**src/rtl/steb_pkg.sv**
```systemverilog
// Package: widths, register selectors and reset values for the status bank
package steb_pkg;
  localparam int DATA_W = 16;
  localparam int SEL_W = 4;
  // Register selectors used by the command port
  localparam logic [3:0] SEL_OPER_EVENT = 4'h0;
  localparam logic [3:0] SEL_OPER_COND = 4'h1;
  localparam logic [3:0] SEL_OPER_ENAB = 4'h2;
  localparam logic [3:0] SEL_OPER_FALL = 4'h3;
  localparam logic [3:0] SEL_OPER_RISE = 4'h4;
  localparam logic [3:0] SEL_QUES_EVENT = 4'h5;
  localparam logic [3:0] SEL_QUES_COND = 4'h6;
  localparam logic [3:0] SEL_QUES_ENAB = 4'h7;
  localparam logic [3:0] SEL_QUES_FALL = 4'h8;
  localparam logic [3:0] SEL_QUES_RISE = 4'h9;
  // Reset and preset values
  localparam logic [15:0] MASK_RESET = 16'h0000;
  localparam logic [15:0] PRESET_RISE = 16'hFFFF;
  localparam logic [15:0] PRESET_FALL = 16'h0000;
  localparam logic [15:0] PRESET_ENAB = 16'h0000;
  localparam logic [15:0] EVENT_RESET = 16'h0000;
  localparam logic [15:0] COND_RESET = 16'h0000;
endpackage

```
**src/rtl/steb_edge_filter.sv**
```systemverilog
// Transition filter: flags condition edges allowed by the polarity masks
`timescale 1ns/1ns
module steb_edge_filter #(
  parameter int WIDTH = 16
) (
  // Condition now and one cycle before
  input wire logic [WIDTH-1:0] cond_in,
  input wire logic [WIDTH-1:0] cond_prev_in,
  // Polarity masks
  input wire logic [WIDTH-1:0] rise_mask_in,
  input wire logic [WIDTH-1:0] fall_mask_in,
  // Bits to latch into the event register
  output logic [WIDTH-1:0] hit_out
);
  generate
    genvar i;
    for (i = 0; i < WIDTH; i++) begin : g_bit
      always_comb begin
        hit_out[i] = (rise_mask_in[i] & cond_in[i] & ~cond_prev_in[i])
                   | (fall_mask_in[i] & ~cond_in[i] & cond_prev_in[i]);
      end
    end
  endgenerate
endmodule

```
**src/rtl/steb_group.sv**
```systemverilog
// One status group: condition, masks, sticky event register and summary
`timescale 1ns/1ns
module steb_group #(
  parameter int WIDTH = 16
) (
  // Clock and reset
  input wire logic clk_sys_in,
  input wire logic srst_in,
  // Live condition sources
  input wire logic [WIDTH-1:0] cond_src_in,
  // Actions
  input wire logic preset_in,
  input wire logic clear_status_in,
  input wire logic event_read_in,
  // Mask writes
  input wire logic [WIDTH-1:0] wdata_in,
  input wire logic wr_enab_in,
  input wire logic wr_fall_in,
  input wire logic wr_rise_in,
  // Register contents
  output logic [WIDTH-1:0] cond_out,
  output logic [WIDTH-1:0] event_out,
  output logic [WIDTH-1:0] enab_out,
  output logic [WIDTH-1:0] fall_out,
  output logic [WIDTH-1:0] rise_out,
  output logic summary_out
);
  logic [WIDTH-1:0] cond_prev, next_cond;
  logic [WIDTH-1:0] next_event, next_enab, next_fall, next_rise;
  logic [WIDTH-1:0] hit;

  steb_edge_filter #(.WIDTH(WIDTH)) u_filter (
    .cond_in(cond_out),
    .cond_prev_in(cond_prev),
    .rise_mask_in(rise_out),
    .fall_mask_in(fall_out),
    .hit_out(hit)
  );

  always_comb begin
    next_cond = cond_src_in;
    next_enab = enab_out;
    next_fall = fall_out;
    next_rise = rise_out;
    if (wr_enab_in) begin
      next_enab = wdata_in;
    end
    if (wr_fall_in) begin
      next_fall = wdata_in;
    end
    if (wr_rise_in) begin
      next_rise = wdata_in;
    end
    if (preset_in) begin
      // Only the masks of this group move; nothing else is touched
      next_rise = WIDTH'(steb_pkg::PRESET_RISE);
      next_fall = WIDTH'(steb_pkg::PRESET_FALL);
      next_enab = WIDTH'(steb_pkg::PRESET_ENAB);
    end
    // Read clear and clear status lose against a new edge
    next_event = event_out;
    if (event_read_in || clear_status_in) begin
      next_event = '0;
    end
    next_event = next_event | hit;
  end

  always_ff @(posedge clk_sys_in) begin
    if (srst_in) begin
      // Condition cleared to zero; persisting sources reappear on the first cycle after reset
      cond_out <= '0;
      cond_prev <= '0;
      event_out <= '0;
      enab_out <= '0;
      fall_out <= '0;
      rise_out <= '0;
    end else begin
      cond_out <= next_cond;
      cond_prev <= cond_out;
      event_out <= next_event;
      enab_out <= next_enab;
      fall_out <= next_fall;
      rise_out <= next_rise;
    end
  end

  assign summary_out = |(event_out & enab_out);
endmodule

```
**src/rtl/steb_bank.sv**
```systemverilog
// Top: status transition event bank with two groups and a command port
`timescale 1ns/1ns
module steb_bank #(
  parameter int WIDTH = steb_pkg::DATA_W
) (
  // Clock and reset
  input wire logic clk_sys_in,
  input wire logic srst_in,
  // Condition sources
  input wire logic [WIDTH-1:0] oper_cond_src_in,
  input wire logic [WIDTH-1:0] ques_cond_src_in,
  // Actions, one-cycle pulses
  input wire logic preset_in,
  input wire logic clear_status_in,
  input wire logic inst_reset_in,
  // Command port
  input wire logic req_in,
  input wire logic req_write_in,
  input wire logic [steb_pkg::SEL_W-1:0] req_sel_in,
  input wire logic [WIDTH-1:0] req_wdata_in,
  // Answer
  output logic ack_out,
  output logic [WIDTH-1:0] rdata_out,
  // Summary bits
  output logic oper_summary_out,
  output logic ques_summary_out
);
  if (WIDTH != steb_pkg::DATA_W) begin : g_width_check
    $error("steb_bank supports only 16-bit registers");
  end

  logic rd, wr;
  logic [WIDTH-1:0] o_cond, o_evt, o_enab, o_fall, o_rise;
  logic [WIDTH-1:0] q_cond, q_evt, q_enab, q_fall, q_rise;
  logic [WIDTH-1:0] next_rdata;
  logic next_ack;

  function automatic logic sel_is(input logic [3:0] s, input logic [3:0] v);
    sel_is = (s == v);
  endfunction

  assign rd = req_in & ~req_write_in;
  assign wr = req_in & req_write_in;

  // ==========================================================
  // Groups; instrument reset is not connected to them
  steb_group #(.WIDTH(WIDTH)) u_oper (
    .clk_sys_in(clk_sys_in),
    .srst_in(srst_in),
    .cond_src_in(oper_cond_src_in),
    .preset_in(preset_in),
    .clear_status_in(clear_status_in),
    .event_read_in(rd & sel_is(req_sel_in, steb_pkg::SEL_OPER_EVENT)),
    .wdata_in(req_wdata_in),
    .wr_enab_in(wr & sel_is(req_sel_in, steb_pkg::SEL_OPER_ENAB)),
    .wr_fall_in(wr & sel_is(req_sel_in, steb_pkg::SEL_OPER_FALL)),
    .wr_rise_in(wr & sel_is(req_sel_in, steb_pkg::SEL_OPER_RISE)),
    .cond_out(o_cond),
    .event_out(o_evt),
    .enab_out(o_enab),
    .fall_out(o_fall),
    .rise_out(o_rise),
    .summary_out(oper_summary_out)
  );

  steb_group #(.WIDTH(WIDTH)) u_ques (
    .clk_sys_in(clk_sys_in),
    .srst_in(srst_in),
    .cond_src_in(ques_cond_src_in),
    .preset_in(preset_in),
    .clear_status_in(clear_status_in),
    .event_read_in(rd & sel_is(req_sel_in, steb_pkg::SEL_QUES_EVENT)),
    .wdata_in(req_wdata_in),
    .wr_enab_in(wr & sel_is(req_sel_in, steb_pkg::SEL_QUES_ENAB)),
    .wr_fall_in(wr & sel_is(req_sel_in, steb_pkg::SEL_QUES_FALL)),
    .wr_rise_in(wr & sel_is(req_sel_in, steb_pkg::SEL_QUES_RISE)),
    .cond_out(q_cond),
    .event_out(q_evt),
    .enab_out(q_enab),
    .fall_out(q_fall),
    .rise_out(q_rise),
    .summary_out(ques_summary_out)
  );

  // ==========================================================
  // Read mux; event contents captured before the clear lands
  always_comb begin
    next_ack = req_in;
    next_rdata = rdata_out;
    if (rd) begin
      case (req_sel_in)
        steb_pkg::SEL_OPER_EVENT: next_rdata = o_evt;
        steb_pkg::SEL_OPER_COND: next_rdata = o_cond;
        steb_pkg::SEL_OPER_ENAB: next_rdata = o_enab;
        steb_pkg::SEL_OPER_FALL: next_rdata = o_fall;
        steb_pkg::SEL_OPER_RISE: next_rdata = o_rise;
        steb_pkg::SEL_QUES_EVENT: next_rdata = q_evt;
        steb_pkg::SEL_QUES_COND: next_rdata = q_cond;
        steb_pkg::SEL_QUES_ENAB: next_rdata = q_enab;
        steb_pkg::SEL_QUES_FALL: next_rdata = q_fall;
        steb_pkg::SEL_QUES_RISE: next_rdata = q_rise;
        default: next_rdata = '0;
      endcase
    end
  end

  always_ff @(posedge clk_sys_in) begin
    if (srst_in) begin
      ack_out <= 1'b0;
      rdata_out <= '0;
    end else begin
      ack_out <= next_ack;
      rdata_out <= next_rdata;
    end
  end

  // Instrument reset has no effect on stored state here: conditions
  // track their sources every cycle anyway, events are kept
  logic unused_inst_reset;
  assign unused_inst_reset = inst_reset_in;
endmodule

```
**config.mk**
```make
export PLATFORM = sky130hd
export DESIGN_NAME = steb_bank
export DESIGN_NICKNAME = d
export VERILOG_FILES = /design/src/rtl/steb_pkg.sv /design/src/rtl/steb_edge_filter.sv /design/src/rtl/steb_group.sv /design/src/rtl/steb_bank.sv
export SDC_FILE = /design/constraint.sdc
export NUM_CORES = 1
export LEC_CHECK = 0
export ABC_AREA = 0
export BUFFER_PORTS_ARGS = -buffer_cell sky130_fd_sc_hd__buf_2
export CORE_MARGIN = 5
export CORE_UTILIZATION = 24
export CTS_CLUSTER_SIZE = 10
export DETAILED_ROUTE_END_ITERATION = 10
export HOLD_SLACK_MARGIN = 0.1
export PLACE_DENSITY = 0.46
export REMOVE_ABC_BUFFERS = 1
export SYNTH_ARGS = -nofsm -noshare
export SYNTH_HDL_FRONTEND = slang
export SYNTH_HIERARCHICAL = 1
export SYNTH_SLANG_ARGS = --single-unit
```
**constraint.sdc**
```tcl
create_clock -name clk_sys_in -period 2.1 [get_ports clk_sys_in]
set_input_delay 0.315 -clock clk_sys_in [delete_from_list [all_inputs] [get_ports clk_sys_in]]
set_output_delay 0.315 -clock clk_sys_in [all_outputs]
set_load 0.1 [all_outputs]
```
Word level (Yosys, flattened, before mapping)
Cells that the tools add are included.
{"block": "op_classes", "n_eq_ne": 9, "n_mux": 7, "n_bitwise": 239, "n_reduce_logical": 8}
{"op": "case mux 16 bit (10 select lines)", "n": 1}
{"op": "AND 1 bit", "n": 138}
{"op": "two-way mux 16 bit", "n": 6}
{"op": "inverter 1 bit", "n": 65}
{"op": "AND 16 bit", "n": 2}
{"op": "bitwise OR 1 bit", "n": 32}
{"op": "bitwise OR 16 bit", "n": 2}
{"op": "OR reduction 16 bit", "n": 2}
{"op": "equality test 4 x 3 -> 1 bit, second input constant", "n": 4}
{"op": "equality test 4 x 2 -> 1 bit, second input constant", "n": 2}
{"op": "equality test 4 bit, second input constant", "n": 2}
{"op": "equality test 4 x 1 -> 1 bit, second input constant", "n": 1}
{"op": "zero test 4 bit", "n": 1}
{"op": "nonzero test 2 bit", "n": 2}
{"op": "logical OR 1 bit", "n": 2}
{"op": "OR reduction 2 bit", "n": 1}
{"block": "word_totals", "register_bits": 209, "in_bits": 59, "output_inout_bits": 19, "wordCells": 277}

Logic depth before layout (Yosys ltp)
{"block": "logic_depth", "ltp_word": 6, "ltp_mapped": 9, "mapped_depth_nobuf": 5}

Modules after synthesis
Netlist, hierarchy kept.
{"mod": "steb_group", "instances": 2, "cells_per_inst": 304, "area_each_um2": 3211.8, "seq_area_each_um2": 1921.8}
{"mod": "steb_bank", "instances": 1, "cells_per_inst": 249, "area_each_um2": 2177.1, "seq_area_each_um2": 340.3}
{"mod": "steb_edge_filter", "instances": 2, "cells_per_inst": 48, "area_each_um2": 220.2, "seq_area_each_um2": 0.0}

Worst setup path after synthesis
Ideal clock, no wire load.
{"block": "synth_timing", "path_type": "input port to flip-flop", "startpoint": "input port req_sel_in[2] (netlist name)", "endpoint": "register u_oper.rise_out[10]", "setup_ns": 0.128, "arrival_time_ns": 1.959, "required_time_ns": 1.972, "setup_slack_ns": 0.014, "path_stages": 8, "n_path_buf": 4, "cell_sequence": "buf_4 buf_4 clkbuf_1 nor4bb_1 buf_2 nor2b_1 a211oi_1 nor2_1"}
{"block": "synth_between", "elab_chain_len": 3}
{"element": "from (decl)", "line_no": "steb_bank.sv:19", "source": "input wire logic [steb_pkg::SEL_W-1:0] req_sel_in,"}
{"element": "equality test 4 x 3 -> 1 bit", "line_no": "steb_bank.sv:39", "source": "sel_is = (s == v);"}
{"element": "AND 1 bit", "line_no": "steb_bank.sv:57", "source": ".wr_rise_in(wr & sel_is(req_sel_in, steb_pkg::SEL_OPER_RISE)),"}
{"element": "nonzero test 2 bit (no line)"}
{"element": "to (signal assigned)", "line_no": "steb_group.sv:83", "source": "rise_out <= next_rise;"}
{"element": "to (decl)", "line_no": "steb_group.sv:25", "source": "output logic [WIDTH-1:0] rise_out,"}
No other way between the ends.
A chain may end at the register's enable or synchronous reset.

Final worst setup path
{"block": "layout_timing", "startpoint": "register u_oper.enab_out[8]", "endpoint": "output port oper_summary_out"}
{"block": "layout_between", "elab_chain_len": 2}
{"element": "from (decl)", "line_no": "steb_group.sv:23", "source": "output logic [WIDTH-1:0] enab_out,"}
{"element": "from (signal assigned)", "line_no": "steb_group.sv:81", "source": "enab_out <= next_enab;"}
{"element": "AND 16 bit", "line_no": "steb_group.sv:87", "source": "assign summary_out = |(event_out & enab_out);"}
{"element": "OR reduction 16 bit", "line_no": "steb_group.sv:87"}
{"element": "to (decl)", "line_no": "steb_bank.sv:25", "source": "output logic oper_summary_out,"}
No other way between the ends.

==> out/metrics.json <==
{
  "cts": {
    "number_of_clock_buffers_inserted_by_tritoncts": 26,
    "clkSinkCount": 209,
    "clk-insertion-delay-late_ns": 0.53,
    "htreeDepth": 1,
    "ctsLongestPathBuffers": 3,
    "clk_root_buffer_cell": "sky130_fd_sc_hd__clkbuf_16",
    "cts.clk_slew.worst_paths_ns": 0.05,
    "cts_tree": "built"
  },
  "timing": {
    "final.setup_skew_ns": 0.00848,
    "slew-limit-headroom_pct": 64.7,
    "layout_min_cycle_time_ns": 2.26,
    "setup_viol": 2,
    "grt_setup_unrepaired": "true",
    "achievable-frequency_ghz": 0.442,
    "timing_worst_slew_pin_value_ns": 0.529,
    "post-route-period-util_pct": 108,
    "final-max-slew-violation-count": 0,
    "timing.final.hold_violations": 0,
    "final_critical_path_setup_slack_ns": -0.162
  },
  "global_routing": {
    "grt-ovfl-total": 0,
    "antenna_found_initial": 1,
    "track_usage_pct": 14.2,
    "grt_start_max_net_pins": 68,
    "number_of_global_route_vias_before_repair": 7367,
    "grt_pass1_wl_mm": 46.0
  },
  "worst_setup_path": {
    "reg2reg_from": "u_ques/event_out[8]",
    "worstSetupStartpointType": "flip-flop",
    "timing.critical_path.from": "u_oper/enab_out[8]",
    "setup.worst_path.class": "reg -> out",
    "worst_ep_arrival_time_ns": 1.95,
    "critPathCaptureType": "output pin",
    "cp_data_required_time_ns": 1.78,
    "timing.critical_path.fanout_max": 2
  },
  "placed_design": {
    "detailed_place.area_sq_mm": 0.0103,
    "hpwlAfterDp_mm": 20.9,
    "place_worst_setup_slack_ns": 0.0471,
    "place_congestion": 0.818,
    "placement.io_buffers": 76
  },
  "final_layout": {
    "fraction_of_the_core_area_covered_by_cells_at_the_end_of_the_flow_pct": 30.6,
    "syn2layout_area_growth_pct": 26.8,
    "layout.cells.most_common": "sky130_fd_sc_hd__dfxtp_1",
    "fillCellCount": 3974,
    "multi_input_area_sq_mm": 0.00446,
    "ff_latch_area_sq_mm": 0.00419,
    "most_frequent_cells_in_the_layout": "sky130_fd_sc_hd__dfxtp_1 (202), sky130_fd_sc_hd__nor2_1 (138), sky130_fd_sc_hd__nor2b_1 (99)",
    "final_area_sq_mm": 0.0115,
    "nets": 1153,
    "drive_above_1_share_pct": 21.0,
    "diodes": 0
  },
  "yosys": {
    "ys.warnings.count": 6,
    "post_synth_num_cell_types": 52,
    "synth.area.top_cells": "sky130_fd_sc_hd__dfxtp_1 (46%), sky130_fd_sc_hd__mux2i_1 (10%), sky130_fd_sc_hd__nor2b_1 (7.0%)",
    "synth.ff_latch_count": 209,
    "postSynth.topFlopCell": "sky130_fd_sc_hd__dfxtp_1",
    "post_synthesis_area_per_instance_sq_um": 9.49,
    "syn-cell-area_sq_mm": 0.00904,
    "synthArstFlopShare_pct": 0,
    "number_of_enable_flip_flop_cells_after_synthesis": 0,
    "synth.top_cell.area_share_pct": 46.3,
    "post_synth_inst_count": 953,
    "yosysSeqAreaShare_pct": 46.3,
    "synth_top_area_cell": "sky130_fd_sc_hd__dfxtp_1"
  },
  "worst_hold_path": {
    "holdCritPathClass": "in -> reg",
    "min_from": "req_wdata_in[15]"
  },
  "run": {
    "cap_violations": 0
  },
  "die": {
    "ios": 78,
    "num_rows": 71,
    "floorplan.die_area_sq_mm": 0.0417,
    "chipWidth_microns": 204,
    "dieHeight_microns": 204,
    "floorplan.initialDensity_pct": 24.2,
    "design.core.area_sq_mm": 0.0374
  },
  "power_and_ir_drop": {
    "power_per_cell_area_mw_per_mm2": 798,
    "irDropWorstVdd_v": 0.000493,
    "leakagePower_nw": 4.15,
    "finalPower_mw": 9.15
  },
  "drt": {
    "drtAntennaViolNets": 0,
    "avgRoutedWirePerCell_microns": 18.6,
    "avgViaCountPerCell": 4.55,
    "totalWireLength_mm": 30.0,
    "post-route-drc-count": 0,
    "dr_total_vias": 7342,
    "drt_iter0_markers": 435,
    "drtPass1Iterations": 5
  },
  "status": {
    "outcome": "finished with violations",
    "violated_checks": "setup timing"
  }
}
-- Yosys cell counts (4+ instances only) --
cell / number
sky130_fd_sc_hd__nor2_2: 5
sky130_fd_sc_hd__buf_2: 15
sky130_fd_sc_hd__buf_1: 4
sky130_fd_sc_hd__nor4_1: 5
sky130_fd_sc_hd__mux2_2: 7
sky130_fd_sc_hd__o22a_1: 4
sky130_fd_sc_hd__nor2b_1: 101
sky130_fd_sc_hd__nand2_1: 68
sky130_fd_sc_hd__inv_1: 4
sky130_fd_sc_hd__buf_6: 17
sky130_fd_sc_hd__buf_4: 17
sky130_fd_sc_hd__nor2_1: 140
sky130_fd_sc_hd__a22oi_1: 16
sky130_fd_sc_hd__o22ai_1: 46
sky130_fd_sc_hd__nand3b_1: 14
sky130_fd_sc_hd__clkbuf_1: 16
sky130_fd_sc_hd__mux2i_1: 92
sky130_fd_sc_hd__a221oi_1: 15
sky130_fd_sc_hd__o21ai_0: 4
sky130_fd_sc_hd__a21oi_1: 43
sky130_fd_sc_hd__a22o_1: 15
sky130_fd_sc_hd__a311oi_1: 4
sky130_fd_sc_hd__nand2b_1: 4
sky130_fd_sc_hd__a211oi_1: 39
sky130_fd_sc_hd__mux4_2: 7
sky130_fd_sc_hd__or2_1: 8
sky130_fd_sc_hd__dfxtp_1: 209
-- kinds of logic (layout without fill, tap and decap cells) --
family | count (synthesis) | in the layout | share of synthesized area [%]
mux | 106 | 106 | 12.8
simple gates | 371 | 371 | 20.7
compound gates | 194 | 194 | 14.9
buf+inv | 73 | 223 | 5.36
flops | 209 | 209 | 46.3
-- power by group --
part	leakage (nW)	switching (mW)	internal (mW)
registers	1.71	0.117	4.10
logic	2.06	0.490	0.359
clock network	0.372	1.67	2.42
total	4.15	2.27	6.88
-- per-stage QoR --
| stage | setup TNS (ns) | hold slack [ns] | std cells |
|---|---|---|---|
| after floorplan | -47.04 | 0.381 | 884 |
| after global placement | 0 | 0.468 | 1540 |
| after detailed placement | 0 | 0.471 | 1540 |
| after CTS | -0.279 | 0.108 | 1614 |
| after global routing | -0.400 | 0.128 | 1614 |
| final | -0.316 | 0.128 | 1614 |
-- what timing repair did --
item                       in CTS  in global routing
hold endpoints to repair       33                  0
resized for setup              22                  0
setup buffers                   4                  0
pin swaps                       5                  0
hold buffers                   33                  0
setup endpoints to repair       2                  2
-- layer usage --
metal	track usage, %	up-vias	share of wire (%)
li1	-	3651	-
met1	20.0	3478	48
met2	23.0	168	45
met3	2.27	45	4.6
met4	3.25	0	2.3
met5	0	-	0
-- final timing paths --
check | end | slack, ns | cells past startpoint
max reg2reg | rdata_out[8] | 0.64 | 4
min reg2reg | rdata_out[5] | 0.48 | 2
min | u_ques/fall_out[15] | 0.13 | 3
max | oper_summary_out | -0.16 | 5
-- worst max-delay path, cell delays in order, from the launching register on --
cell and delay, ns:
sky130_fd_sc_hd__dfxtp_2 0.32, sky130_fd_sc_hd__a22o_1 0.24, sky130_fd_sc_hd__a221oi_2 0.19, sky130_fd_sc_hd__buf_4 0.16, sky130_fd_sc_hd__nand4_1 0.24, sky130_fd_sc_hd__buf_12 0.26
-- sequential cells by signal (all words and copies together), names as in the netlist --
register	flops
u_ques/cond_out	16
u_oper/fall_out	16
rdata_out	16
u_ques/enab_out	16
u_ques/cond_prev	16
u_ques/rise_out	16
ack_out	1
u_ques/event_out	16
u_ques/fall_out	16
u_oper/cond_out	16
u_oper/enab_out	16
u_oper/rise_out	16
u_oper/event_out	16
u_oper/cond_prev	16
-- layout make-up --
cell class,count,share of cell area [%]
flip-flops and latches,209,36.6
clock inverters,5,0.535
clock buffers,32,6.05
repair buffers,182,12.2
inverters,4,0.131
well taps,511,5.58
multi-input cells,671,38.9
Note: power is estimated with default switching activity, not from simulation.
